[src/design/eeprom_wp_pkg.sv]
// Operation
// RULE1 - no array or status write begins unless the write latch is set
// RULE2 - set-latch command sets the latch, clear-latch command clears it
// RULE3 - latch clears at reset and after clear, status write or array write
// RULE4 - status read is accepted any time, also during a write cycle
// RULE5 - status byte: pin enable 7, unused 6..4, selects 3..2, latch 1, busy 0
// RULE6 - busy reads 1 during an internal write cycle; bus writes never touch it
// RULE7 - latch bit mirrors latch, read-only, always set/cleared by its commands
// RULE8 - protection selects are kept and change only by a good status write
// RULE9 - status write updates only pin enable and the two selects
// RULE10 - selects 00 none, 01 3000h-3FFFh, 10 2000h-3FFFh, 11 all protected
// RULE11 - hardware protection is on exactly when pin low and pin enable is 1
// RULE12 - hardware protection blocks only status writes, nothing else
// RULE13 - latch clear: nothing writable; set: free blocks, status unless locked
// RULE14 - write cycle starts only if chip select rises after exact bit count
// RULE15 - array access during a write cycle is ignored, cycle runs to its end
// RULE16 - reset: standby, latch clear, output off, needs select fall to start
// RULE17 - opcodes 06h set, 04h clear, 05h status read, 01h status write
// RULE18 - latch sets only on the select rise after the eighth bit
// RULE19 - a later fall of the protect pin leaves a running cycle alone
// RULE20 - bits travel msb first, inputs sampled on rising serial clock
// RULE21 - unused status bits read zero and ignore written data
// RULE22 - status read repeats the current byte while clocking continues
package eeprom_wp_pkg;

    // ----------------------------------------------------------------
    // instruction codes
    // ----------------------------------------------------------------
    localparam logic [7:0] OP_SET_LATCH    = 8'h06;
    localparam logic [7:0] OP_CLEAR_LATCH  = 8'h04;
    localparam logic [7:0] OP_STATUS_READ  = 8'h05;
    localparam logic [7:0] OP_STATUS_WRITE = 8'h01;
    localparam logic [7:0] OP_ARRAY_WRITE  = 8'h02;

    // ----------------------------------------------------------------
    // frame lengths in whole bytes, and the last bit index of a byte
    // ----------------------------------------------------------------
    localparam logic [2:0] CMD_BYTES       = 3'h1;
    localparam logic [2:0] STAT_WR_BYTES   = 3'h2;
    localparam logic [2:0] ARR_WR_MIN      = 3'h4;
    localparam logic [2:0] BYTE_CNT_MAX    = 3'h7;
    localparam logic [2:0] LAST_BIT        = 3'h7;

    // ----------------------------------------------------------------
    // array geometry and protection limits
    // ----------------------------------------------------------------
    localparam int         ADDR_W          = 14;
    localparam logic [13:0] QUARTER_BASE   = 14'h3000;
    localparam logic [13:0] HALF_BASE      = 14'h2000;

    // ----------------------------------------------------------------
    // reset values and timing
    // ----------------------------------------------------------------
    localparam logic       PIN_EN_RST      = 1'h0;
    localparam logic [1:0] SEL_RST         = 2'h0;
    localparam logic       LATCH_RST       = 1'h0;
    localparam logic [3:0] PINS_RST        = 4'h9;
    localparam logic [1:0] FLUSH_EDGES     = 2'h2;
    localparam int         WRITE_CYCLES    = 1024;

    // ----------------------------------------------------------------
    // carriers
    // ----------------------------------------------------------------
    typedef struct packed {
        logic       pin_en;
        logic [2:0] unused;
        logic [1:0] sel;
        logic       latch;
        logic       busy;
    } status_s;

    typedef struct packed {
        logic              start;
        logic [ADDR_W-1:0] addr;
    } array_wr_s;

    function automatic logic is_protected(input logic [1:0] sel,
                                          input logic [13:0] addr);
        unique case (sel)
            2'h0: is_protected = 1'b0;
            2'h1: is_protected = (addr >= QUARTER_BASE);
            2'h2: is_protected = (addr >= HALF_BASE);
            2'h3: is_protected = 1'b1;
        endcase
    endfunction : is_protected

endpackage : eeprom_wp_pkg

[src/design/pin_sync.sv]
`timescale 1ns/100ps
module pin_sync #(
    parameter int         W       = 4,
    parameter logic [W-1:0] RST_VAL = '0
) (
    input  wire logic         ref_clk_i,
    input  wire logic         arst_n_i,
    input  wire logic [W-1:0] pin_i,
    output logic      [W-1:0] level_o,
    output logic      [W-1:0] rise_o,
    output logic      [W-1:0] fall_o
);

    logic [W-1:0] meta_q;
    logic [W-1:0] sync_q;
    logic [W-1:0] prev_q;

    // ----------------------------------------------------------------
    // two-stage crossing plus one stage for edges
    // ----------------------------------------------------------------
    always_ff @(posedge ref_clk_i or negedge arst_n_i) begin
        if (!arst_n_i) begin
            meta_q <= RST_VAL;
            sync_q <= RST_VAL;
            prev_q <= RST_VAL;
        end else begin
            meta_q <= pin_i;
            sync_q <= meta_q;
            prev_q <= sync_q;
        end
    end

    always_comb begin
        level_o = sync_q;
        rise_o  = sync_q & ~prev_q;
        fall_o  = ~sync_q & prev_q;
    end

endmodule : pin_sync

[src/design/spi_eeprom_write_protect.sv]
`timescale 1ns/100ps
module spi_eeprom_write_protect
    import eeprom_wp_pkg::*;
#(
    parameter int WRITE_CYCLES_P = eeprom_wp_pkg::WRITE_CYCLES
) (
    input  wire logic                   ref_clk_i,
    input  wire logic                   arst_n_i,
    input  wire logic                   cs_n_i,
    input  wire logic                   sck_i,
    input  wire logic                   si_i,
    input  wire logic                   wp_n_i,
    output logic                        so_o,
    output logic                        so_oe_o,
    output eeprom_wp_pkg::status_s      status_o,
    output eeprom_wp_pkg::array_wr_s    array_wr_o,
    output logic                        busy_o
);
    import eeprom_wp_pkg::*;

    localparam int TW = $clog2(WRITE_CYCLES_P + 1);
    localparam logic [TW-1:0] TIMER_LOAD = TW'(WRITE_CYCLES_P);

    typedef enum logic {IDLE, ACTIVE} phase_e;

    // ----------------------------------------------------------------
    // pin crossing
    // ----------------------------------------------------------------
    logic [3:0] pin_lvl;
    logic [3:0] pin_rise;
    logic [3:0] pin_fall;

    pin_sync #(
        .W       (4),
        .RST_VAL (PINS_RST)
    ) u_pin_sync (
        .ref_clk_i (ref_clk_i),
        .arst_n_i  (arst_n_i),
        .pin_i     ({wp_n_i, si_i, sck_i, cs_n_i}),
        .level_o   (pin_lvl),
        .rise_o    (pin_rise),
        .fall_o    (pin_fall)
    );

    logic cs_high;
    logic cs_rise;
    logic cs_fall;
    logic sck_rise;
    logic sck_fall;
    logic si_lvl;
    logic wp_high;

    assign cs_high  = pin_lvl[0];
    assign cs_rise  = pin_rise[0];
    assign cs_fall  = pin_fall[0];
    assign sck_rise = pin_rise[1];
    assign sck_fall = pin_fall[1];
    assign si_lvl   = pin_lvl[2];
    assign wp_high  = pin_lvl[3];

    // ----------------------------------------------------------------
    // start-up flush
    // ----------------------------------------------------------------
    // the synchroniser shows its reset value for two edges; a select
    // level seen before then is not the pin's and must not arm a frame
    logic [1:0] flush_q;
    logic [1:0] flush_d;
    logic       flushed;

    assign flushed = (flush_q == FLUSH_EDGES);

    always_comb begin
        flush_d = flushed ? flush_q : flush_q + 2'h1;
    end

    always_ff @(posedge ref_clk_i or negedge arst_n_i) begin
        if (!arst_n_i) begin
            flush_q <= 2'h0;
        end else begin
            flush_q <= flush_d;
        end
    end

    // ----------------------------------------------------------------
    // state
    // ----------------------------------------------------------------
    phase_e            phase_q,    phase_d;
    logic              armed_q,    armed_d;
    logic [7:0]        shift_q,    shift_d;
    logic [2:0]        bit_idx_q,  bit_idx_d;
    logic [2:0]        byte_cnt_q, byte_cnt_d;
    logic [7:0]        opcode_q,   opcode_d;
    logic [7:0]        byte1_q,    byte1_d;
    logic [7:0]        byte2_q,    byte2_d;
    logic [7:0]        out_q,      out_d;
    logic              so_q,       so_d;
    logic              so_oe_q,    so_oe_d;
    logic              latch_q,    latch_d;
    logic              pin_en_q,   pin_en_d;
    logic [1:0]        sel_q,      sel_d;
    logic [TW-1:0]     timer_q,    timer_d;
    logic              wr_start_q, wr_start_d;
    logic [ADDR_W-1:0] wr_addr_q,  wr_addr_d;

    logic              busy;
    logic              hw_locked;
    logic              frame_whole;
    logic [7:0]        byte_in;
    logic [ADDR_W-1:0] frame_addr;
    status_s           status;

    assign busy        = (timer_q != '0);
    assign hw_locked   = pin_en_q && !wp_high;         // see RULE11
    assign frame_whole = (bit_idx_q == '0);
    assign byte_in     = {shift_q[6:0], si_lvl};
    assign frame_addr  = {byte1_q[5:0], byte2_q};

    // ----------------------------------------------------------------
    // frame length checks
    // ----------------------------------------------------------------
    // exact length or the command is dropped (see RULE14)
    function automatic logic ends_on(input logic [2:0] cnt,
                                     input logic [2:0] idx,
                                     input logic [2:0] want);
        ends_on = (cnt == want) && (idx == 3'h0);
    endfunction : ends_on

    logic              cmd_whole;
    logic              stat_whole;
    logic              arr_whole;
    logic              rd_active;

    assign cmd_whole  = ends_on(byte_cnt_q, bit_idx_q, CMD_BYTES);
    assign stat_whole = ends_on(byte_cnt_q, bit_idx_q, STAT_WR_BYTES);
    assign arr_whole  = (byte_cnt_q >= ARR_WR_MIN) && frame_whole;
    assign rd_active  = (byte_cnt_q >= CMD_BYTES)
                        && (opcode_q == OP_STATUS_READ);

    // ----------------------------------------------------------------
    // status byte assembly
    // ----------------------------------------------------------------
    always_comb begin
        status.pin_en = pin_en_q;                      // see RULE5
        status.unused = 3'h0;                          // see RULE21
        status.sel    = sel_q;
        status.latch  = latch_q;                       // see RULE7
        status.busy   = busy;                          // see RULE6
    end

    // ----------------------------------------------------------------
    // serial protocol and protection
    // ----------------------------------------------------------------
    always_comb begin
        phase_d    = phase_q;
        armed_d    = armed_q | (cs_high && flushed);
        shift_d    = shift_q;
        bit_idx_d  = bit_idx_q;
        byte_cnt_d = byte_cnt_q;
        opcode_d   = opcode_q;
        byte1_d    = byte1_q;
        byte2_d    = byte2_q;
        out_d      = out_q;
        so_d       = so_q;
        so_oe_d    = so_oe_q;
        latch_d    = latch_q;
        pin_en_d   = pin_en_q;
        sel_d      = sel_q;
        timer_d    = busy ? timer_q - TW'(1) : timer_q;
        wr_start_d = 1'b0;
        wr_addr_d  = wr_addr_q;

        unique case (phase_q)
            IDLE: begin
                // a select held low since reset never opens a frame
                if (cs_fall && armed_q) begin          // see RULE16
                    phase_d    = ACTIVE;
                    bit_idx_d  = '0;
                    byte_cnt_d = '0;
                    opcode_d   = 8'h00;
                end
            end
            ACTIVE: begin
                if (sck_rise) begin                    // see RULE20
                    shift_d   = byte_in;
                    bit_idx_d = bit_idx_q + 3'h1;
                    if (bit_idx_q == LAST_BIT) begin
                        unique case (byte_cnt_q)
                            3'h0:    opcode_d = byte_in;
                            3'h1:    byte1_d  = byte_in;
                            3'h2:    byte2_d  = byte_in;
                            default: ;
                        endcase
                        if (byte_cnt_q != BYTE_CNT_MAX) begin
                            byte_cnt_d = byte_cnt_q + 3'h1;
                        end
                    end
                end
                // status shifts out after each falling clock, reloaded
                // at every byte boundary so the busy bit stays live
                if (sck_fall && rd_active) begin       // see RULE4
                    so_oe_d = 1'b1;
                    if (frame_whole) begin             // see RULE22
                        so_d  = status[7];
                        out_d = {status[6:0], 1'b0};
                    end else begin
                        so_d  = out_q[7];
                        out_d = {out_q[6:0], 1'b0};
                    end
                end
                if (cs_rise) begin
                    phase_d = IDLE;
                    so_oe_d = 1'b0;
                    unique case (opcode_q)             // see RULE17
                        OP_SET_LATCH: begin
                            if (cmd_whole) begin
                                latch_d = 1'b1;        // see RULE2, RULE18
                            end
                        end
                        OP_CLEAR_LATCH: begin
                            if (cmd_whole) begin
                                latch_d = 1'b0;        // see RULE2, RULE3
                            end
                        end
                        OP_STATUS_WRITE: begin
                            if (stat_whole
                                && latch_q            // see RULE1, RULE13
                                && !hw_locked         // see RULE12
                                && !busy) begin       // see RULE14
                                pin_en_d = byte1_q[7]; // see RULE9
                                sel_d    = byte1_q[3:2]; // see RULE8
                                latch_d  = 1'b0;       // see RULE3
                                timer_d  = TIMER_LOAD; // see RULE6
                            end
                        end
                        OP_ARRAY_WRITE: begin
                            // page stays inside one quarter, so the start
                            // address decides protection for all bytes
                            if (arr_whole
                                && latch_q            // see RULE1, RULE13
                                && !busy              // see RULE15
                                && !is_protected(sel_q,
                                                 frame_addr)) begin
                                wr_start_d = 1'b1;     // see RULE10, RULE14
                                wr_addr_d  = frame_addr;
                                latch_d    = 1'b0;     // see RULE3
                                timer_d    = TIMER_LOAD;
                            end
                        end
                        default: ;
                    endcase
                end
            end
        endcase
    end

    // ----------------------------------------------------------------
    // registers
    // ----------------------------------------------------------------
    // running cycle depends only on the timer, so the protect pin
    // cannot cut it short once loaded (see RULE19)
    always_ff @(posedge ref_clk_i or negedge arst_n_i) begin
        if (!arst_n_i) begin
            phase_q    <= IDLE;
            armed_q    <= 1'b0;
            shift_q    <= 8'h00;
            bit_idx_q  <= 3'h0;
            byte_cnt_q <= 3'h0;
            opcode_q   <= 8'h00;
            byte1_q    <= 8'h00;
            byte2_q    <= 8'h00;
            out_q      <= 8'h00;
            so_q       <= 1'b0;
            so_oe_q    <= 1'b0;
            latch_q    <= LATCH_RST;                   // see RULE3, RULE16
            pin_en_q   <= PIN_EN_RST;
            sel_q      <= SEL_RST;
            timer_q    <= '0;
            wr_start_q <= 1'b0;
            wr_addr_q  <= '0;
        end else begin
            phase_q    <= phase_d;
            armed_q    <= armed_d;
            shift_q    <= shift_d;
            bit_idx_q  <= bit_idx_d;
            byte_cnt_q <= byte_cnt_d;
            opcode_q   <= opcode_d;
            byte1_q    <= byte1_d;
            byte2_q    <= byte2_d;
            out_q      <= out_d;
            so_q       <= so_d;
            so_oe_q    <= so_oe_d;
            latch_q    <= latch_d;
            pin_en_q   <= pin_en_d;
            sel_q      <= sel_d;
            timer_q    <= timer_d;
            wr_start_q <= wr_start_d;
            wr_addr_q  <= wr_addr_d;
        end
    end

    // ----------------------------------------------------------------
    // outputs
    // ----------------------------------------------------------------
    assign so_o             = so_q;
    assign so_oe_o          = so_oe_q;
    assign status_o         = status;
    assign array_wr_o.start = wr_start_q;
    assign array_wr_o.addr  = wr_addr_q;
    assign busy_o           = busy;

endmodule : spi_eeprom_write_protect

[config.mk]
export PLATFORM = sky130hd
export DESIGN_NAME = spi_eeprom_write_protect
export DESIGN_NICKNAME = d
export VERILOG_FILES = /design/src/design/eeprom_wp_pkg.sv /design/src/design/pin_sync.sv /design/src/design/spi_eeprom_write_protect.sv
export SDC_FILE = /design/constraint.sdc
export NUM_CORES = 1
export LEC_CHECK = 0
export BUFFER_PORTS_ARGS = -buffer_cell sky130_fd_sc_hd__buf_4
export CAP_MARGIN = 20
export CORE_ASPECT_RATIO = 0.7
export CORE_MARGIN = 2
export CORE_UTILIZATION = 43
export DETAILED_ROUTE_END_ITERATION = 10
export PLACE_DENSITY = 0.64
export SYNTH_ARGS = -nofsm -noshare
export SYNTH_HDL_FRONTEND = slang
export SYNTH_SLANG_ARGS = --single-unit
[constraint.sdc]
create_clock -name ref_clk_i -period 5.9 [get_ports ref_clk_i]
set_clock_uncertainty 0.05 [all_clocks]
set_input_delay 0 -clock ref_clk_i [delete_from_list [all_inputs] [get_ports ref_clk_i]]
set_output_delay 0 -clock ref_clk_i [all_outputs]
set_load 0.02 [all_outputs]
# Word level (Yosys, flattened, before mapping)
# Cells that the tools add are included.
word_totals:
  register_bits: 91
  inputBits: 6
  word_cells: 130
classes:
  add_sub_neg: 4
  order_cmp: 4
  n_eq_ne: 22
  n_mux: 38
  n_bitwise: 6
  reduce_logical: 35
op_table:
  columns: ["operator", "count"]
  rows:
  - ["11-bit two-way mux", 5]
  - ["8-bit two-way mux", 5]
  - ["14-bit greater-or-equal comparator, second input constant", 2]
  - ["8-bit by 3-bit == test with 1-bit output, second input constant", 3]
  - ["4-bit AND reduction", 6]
  - ["11-bit case mux with 2 select lines", 1]
  - ["1-bit two-way mux", 16]
  - ["8-bit case mux with 2 select lines", 1]
  - ["3-bit two-way mux", 5]
  - ["1-bit logical AND", 14]
  - ["2-bit inequality test, second input constant", 6]
  - ["3-bit case mux with 2 select lines", 2]
  - ["11-bit nonzero test", 1]
  - ["11-bit by 1-bit subtractor with 11-bit output, second input constant", 1]
  - ["8-bit by 1-bit == test with 1-bit output, second input constant", 1]
  - ["8-bit by 2-bit == test with 1-bit output, second input constant", 1]
  - ["1-bit case mux with 4 select lines", 2]
  - ["2-bit AND reduction", 4]
  - ["7-bit AND reduction", 1]
  - ["3-bit by 1-bit adder with 3-bit output, second input constant", 2]
  - ["2-bit == test, second input constant", 3]
  - ["3-bit zero test", 2]
  - ["2-bit by 1-bit inequality test with 1-bit output, second input constant", 3]
  - ["2-bit bitwise AND", 2]
  - ["other kinds (16)", 20]

# Logic depth before layout (Yosys ltp)
depth:
  depth_word: 11
  mapped_depth: 8
  ltp_nobuf: 7

# Modules after synthesis
# A second synthesis with hierarchy kept.
unflattened:
  cells_unflattened: 326
  hier_area_um2: 3950.0
modules_own_cells:
  columns: ["module", "n_inst", "cells_per_inst", "area_each_um2", "seq_area_each_um2"]
  rows:
  - ["spi_eeprom_write_protect", 1, 306, 3572.2, 1976.9]
  - ["pin_sync", 1, 20, 377.9, 307.8]

# Least setup slack after synthesis
# Ideal clock, no wire load.
synth_path:
  path_type: "register -> register"
  startpoint: "register opcode_q[5]"
  endpoint: "register wr_addr_q[10]"
  setup_ns: 0.125
  t_arrival_ns: 2.238
  t_required_ns: 5.725
  setup_slack_ns: 3.487
  stages_incl_launch_ff: 6
  path_buffers: 1
  synth_period_minus_slack_ns: 2.413
  cell_sequence: "dfrtp_1 or4_4 or3_2 nor4_4 buf_6 mux2_2"
synth_via:
  elab_chain_len: 2
synth_lines:
  columns: ["element", "line_no", "text"]
  rows:
  - ["start: declaration", "spi_eeprom_write_protect.sv:92", "logic [7:0] opcode_q, opcode_d;"]
  - ["start signal: assignment", "spi_eeprom_write_protect.sv:286", "opcode_q <= opcode_d;"]
  - ["8-bit by 2-bit == test with 1-bit output", "spi_eeprom_write_protect.sv:213", "unique case (opcode_q)"]
  - ["4-bit AND reduction (no line)", null, null]
  - ["end signal: assignment", "spi_eeprom_write_protect.sv:297", "wr_addr_q <= wr_addr_d;"]
  - ["end: declaration", "spi_eeprom_write_protect.sv:103", "logic [ADDR_W-1:0] wr_addr_q, wr_addr_d;"]
# Every way passes these cells.
# A chain may end at the register's enable or synchronous reset.

# Final worst setup path
layout_path:
  startpoint: "register timer_q[2]"
  endpoint: "register wr_addr_q[12]"
layout_via:
  elab_chain_len: 5
layout_lines:
  columns: ["element", "line_no", "text"]
  rows:
  - ["start: declaration", "spi_eeprom_write_protect.sv:101", "logic [TW-1:0] timer_q, timer_d;"]
  - ["start signal: assignment", "spi_eeprom_write_protect.sv:295", "timer_q <= timer_d;"]
  - ["11-bit nonzero test", "spi_eeprom_write_protect.sv:112", "assign busy = (timer_q != '0);"]
  - ["1-bit zero test", "spi_eeprom_write_protect.sv:240", "&& !busy"]
  - ["1-bit logical AND", "spi_eeprom_write_protect.sv:240", null]
  - ["1-bit logical AND", "spi_eeprom_write_protect.sv:241", "&& !is_protected(sel_q,"]
  - ["4-bit AND reduction (no line)", null, null]
# Every way passes these cells.

==> flow_summary.toml <==
[clock_tree]
cts-resized-gates = 0
cts_hold_buffers = 5
insertion_delay_ns = 0.34
cts-htree-levels = 3
clk_pin_slew_ns = 0.06
cts_buffers = 9
cts.sinks = 89
cts-root-buf = "clkbuf_16"
cts_tree = "built"
cts_post_setup_buffers_inserted = 0
cts.path.max_buffers = 2

[power_and_ir_drop]
p_per_area_mw_per_mm2 = 337
p_leak_nw = 2.21
p_total_mw = 1.51
vdd.ir_drop.worst_mv = 0.173

[run_status]
status = "finished, final reports clean"

[floorplan]
rows = 28
coreArea_mm2 = 0.00862
fp.dieW_um = 118
die_y_um = 83.6
pin_count = 32
die-area_mm2 = 0.00983
start_util_pct = 45.1

[global_routing]
antenna_found_initial = 0
grt_pass1_vias = 2500
gr-total-overflow = 0
grt_pass1_wl_um = 12300
grt_max_degree = 49
grt_usage_pct = 16.0

[sta]
period_share_pct = 49.8
drv_slew = 0
final.setup.tns_ns = 0
rsz0062_at_grt = "false"
relSlewSlack_pct = 35.5
worstMarginPinSlew_ns = 0.960
fmax_mhz = 340
post-route-min-period_ns = 2.94
whs_ns = 0.127
hold_viol = 0
setup_violations = 0

[synthesis]
synthTopCellsByArea = "dfrtp_1 (54%), mux2_2 (11%), nand2_1 (5.9%)"
ys_seq_area_share_pct = 57.5
yosysTopAreaCell = "dfrtp_1"
ys_ff_latch = 89
synthesis.area_mm2 = 0.00389
netlist_instances = 333
synth.top_cell.area_share_pct = 54.1
synth-edff-count = 0
synth_flop_cell = "dfrtp_1"
yosysUniqueCellTypes = 50
synth_area_per_cell_um2 = 11.7
synth_warnings = 0
ys_async_sr_fraction_pct = 100

[cells_and_area]
final_common_cell = "dfrtp_1"
instances_no_fill = 486
layout_common_cells = "dfrtp_1 (84), nand2_1 (61), mux2_2 (39)"
final_nets = 377
multi_input_area_mm2 = 0.00150
drive_above_1_share_pct = 26.0
fillers = 807
ff_latch_area_mm2 = 0.00223
num_antenna_cells = 0
area_growth_pct = 14.9

[setup_path]
cp.arrival_ns = 3.12
end_kind = "flip-flop"
required_ns = 6.08
start_kind = "flip-flop"
crit_fanout = 15
crit_type = "flip-flop to flip-flop"

[place]
port_buffers = 28
dpl.hpwl_um = 4900
placed_cells = 465
place.gp.congestion = 0.794

[detailed_routing]
route.vias.total = 2463
antenna_left = 0
wl_per_cell_um = 14.4
routed_wl_um = 7020
vias_per_cell = 5.07
drtIter0Drc = 119
drt_first_pass_iters = 4
drc = 0

[run]
cap_violations = 0

[min_path]
hold_path.class = "input port to async pin"
[per-stage QoR]
| step | setup slack, ns | cell area, um^2 | utilization [%] |
|---|---|---|---|
| floorplan | 3.49 | 3890 | - |
| global placement | 3.03 | 4140 | 48.1 |
| detailed placement | 2.92 | 4140 | 48.1 |
| CTS | 2.92 | 4470 | 51.8 |
| global route | 2.76 | 4470 | 51.8 |
| finish | 2.96 | 4470 | 51.8 |
[synth_stat cells (all sizes together) (2+ instances only)]
cell type,instances
nand4,4
nand3b,4
o21a,2
dfrtp,84
a22o,5
nor2,13
a21o,3
buf,12
nand2b,3
nor4,6
mux2,40
or4,2
dfstp,5
xor2,2
inv,10
clkbuf,6
or3,2
mux2i,4
nand2,61
nor2b,2
xnor2,4
o31ai,2
nor3,2
ha,10
o21ai,21
nand3,7
and4b,2
nor4bb,2
[flip-flops by register name, indices dropped and copies added (netlist names), 2 cells and up]
register and flops:
wr_addr_q 14, timer_q 11, byte2_q 8, opcode_q 8, byte1_q 7, out_q 7, shift_q 7, u_pin_sync.level_o 4
u_pin_sync.meta_q 4, bit_idx_q 3, byte_cnt_q 3, flush_q 2, sel_q 2, u_pin_sync.prev_q 2
[worst paths after layout]
path	cells after the start	endpoint	slack [ns]	startpoint
setup / recovery	4	wr_addr_q[12]	2.96	timer_q[2]
hold / removal	2	byte_cnt_q[1]	0.13	arst_n_i
setup reg to reg	4	wr_addr_q[12]	2.96	timer_q[2]
hold reg to reg	0	u_pin_sync.level_o[2]	0.30	u_pin_sync.meta_q[2]
max in group asynchronous	3	timer_q[6]	4.69	arst_n_i
min in group ref_clk_i	2	u_pin_sync.meta_q[2]	0.25	si_i
[power by group]
group | switching, mW | leakage (nW) | internal [mW]
logic | 0.164 | 0.886 | 0.113
registers | 0.0534 | 1.19 | 0.658
clock network | 0.225 | 0.135 | 0.295
[cell type report]
cell class	instances	share of cell area (%)
clock inverter	5	0.700
timing repair buffer	34	5.99
clock buffer	11	5.43
inverter	10	0.840
tap	120	3.36
multi-input combinational	217	33.7
sequential	89	50.0
[critical path: stages, from the launching register on]
cell and delay (ns):
dfrtp_1 0.43, nor4_2 0.70, nand4_1 0.31, nor4_4 0.90, mux2_2 0.42
[kinds of logic after synthesis]
| kind of cell | Yosys count | synth area share, % |
|---|---|---|
| simple gates | 116 | 15.0 |
| flops | 89 | 57.5 |
| mux | 44 | 12.7 |
| compound gates | 38 | 6.08 |
| buf+inv | 29 | 4.06 |
| fa+ha+maj | 10 | 3.22 |
| xor+xnor | 6 | 1.35 |
| other cells | 1 | 0.0965 |
[layer usage]
metal / part of all wire (%) / track usage, % / up-vias
met1: 51 / 21.7 / 1208
li1: - / - / 1198
met3: 5.1 / 5.67 / 11
met2: 42 / 23.0 / 46
met5: 0 / 0 / -
met4: 2.0 / 7.23 / 0
(Power assumes the default switching activity.)
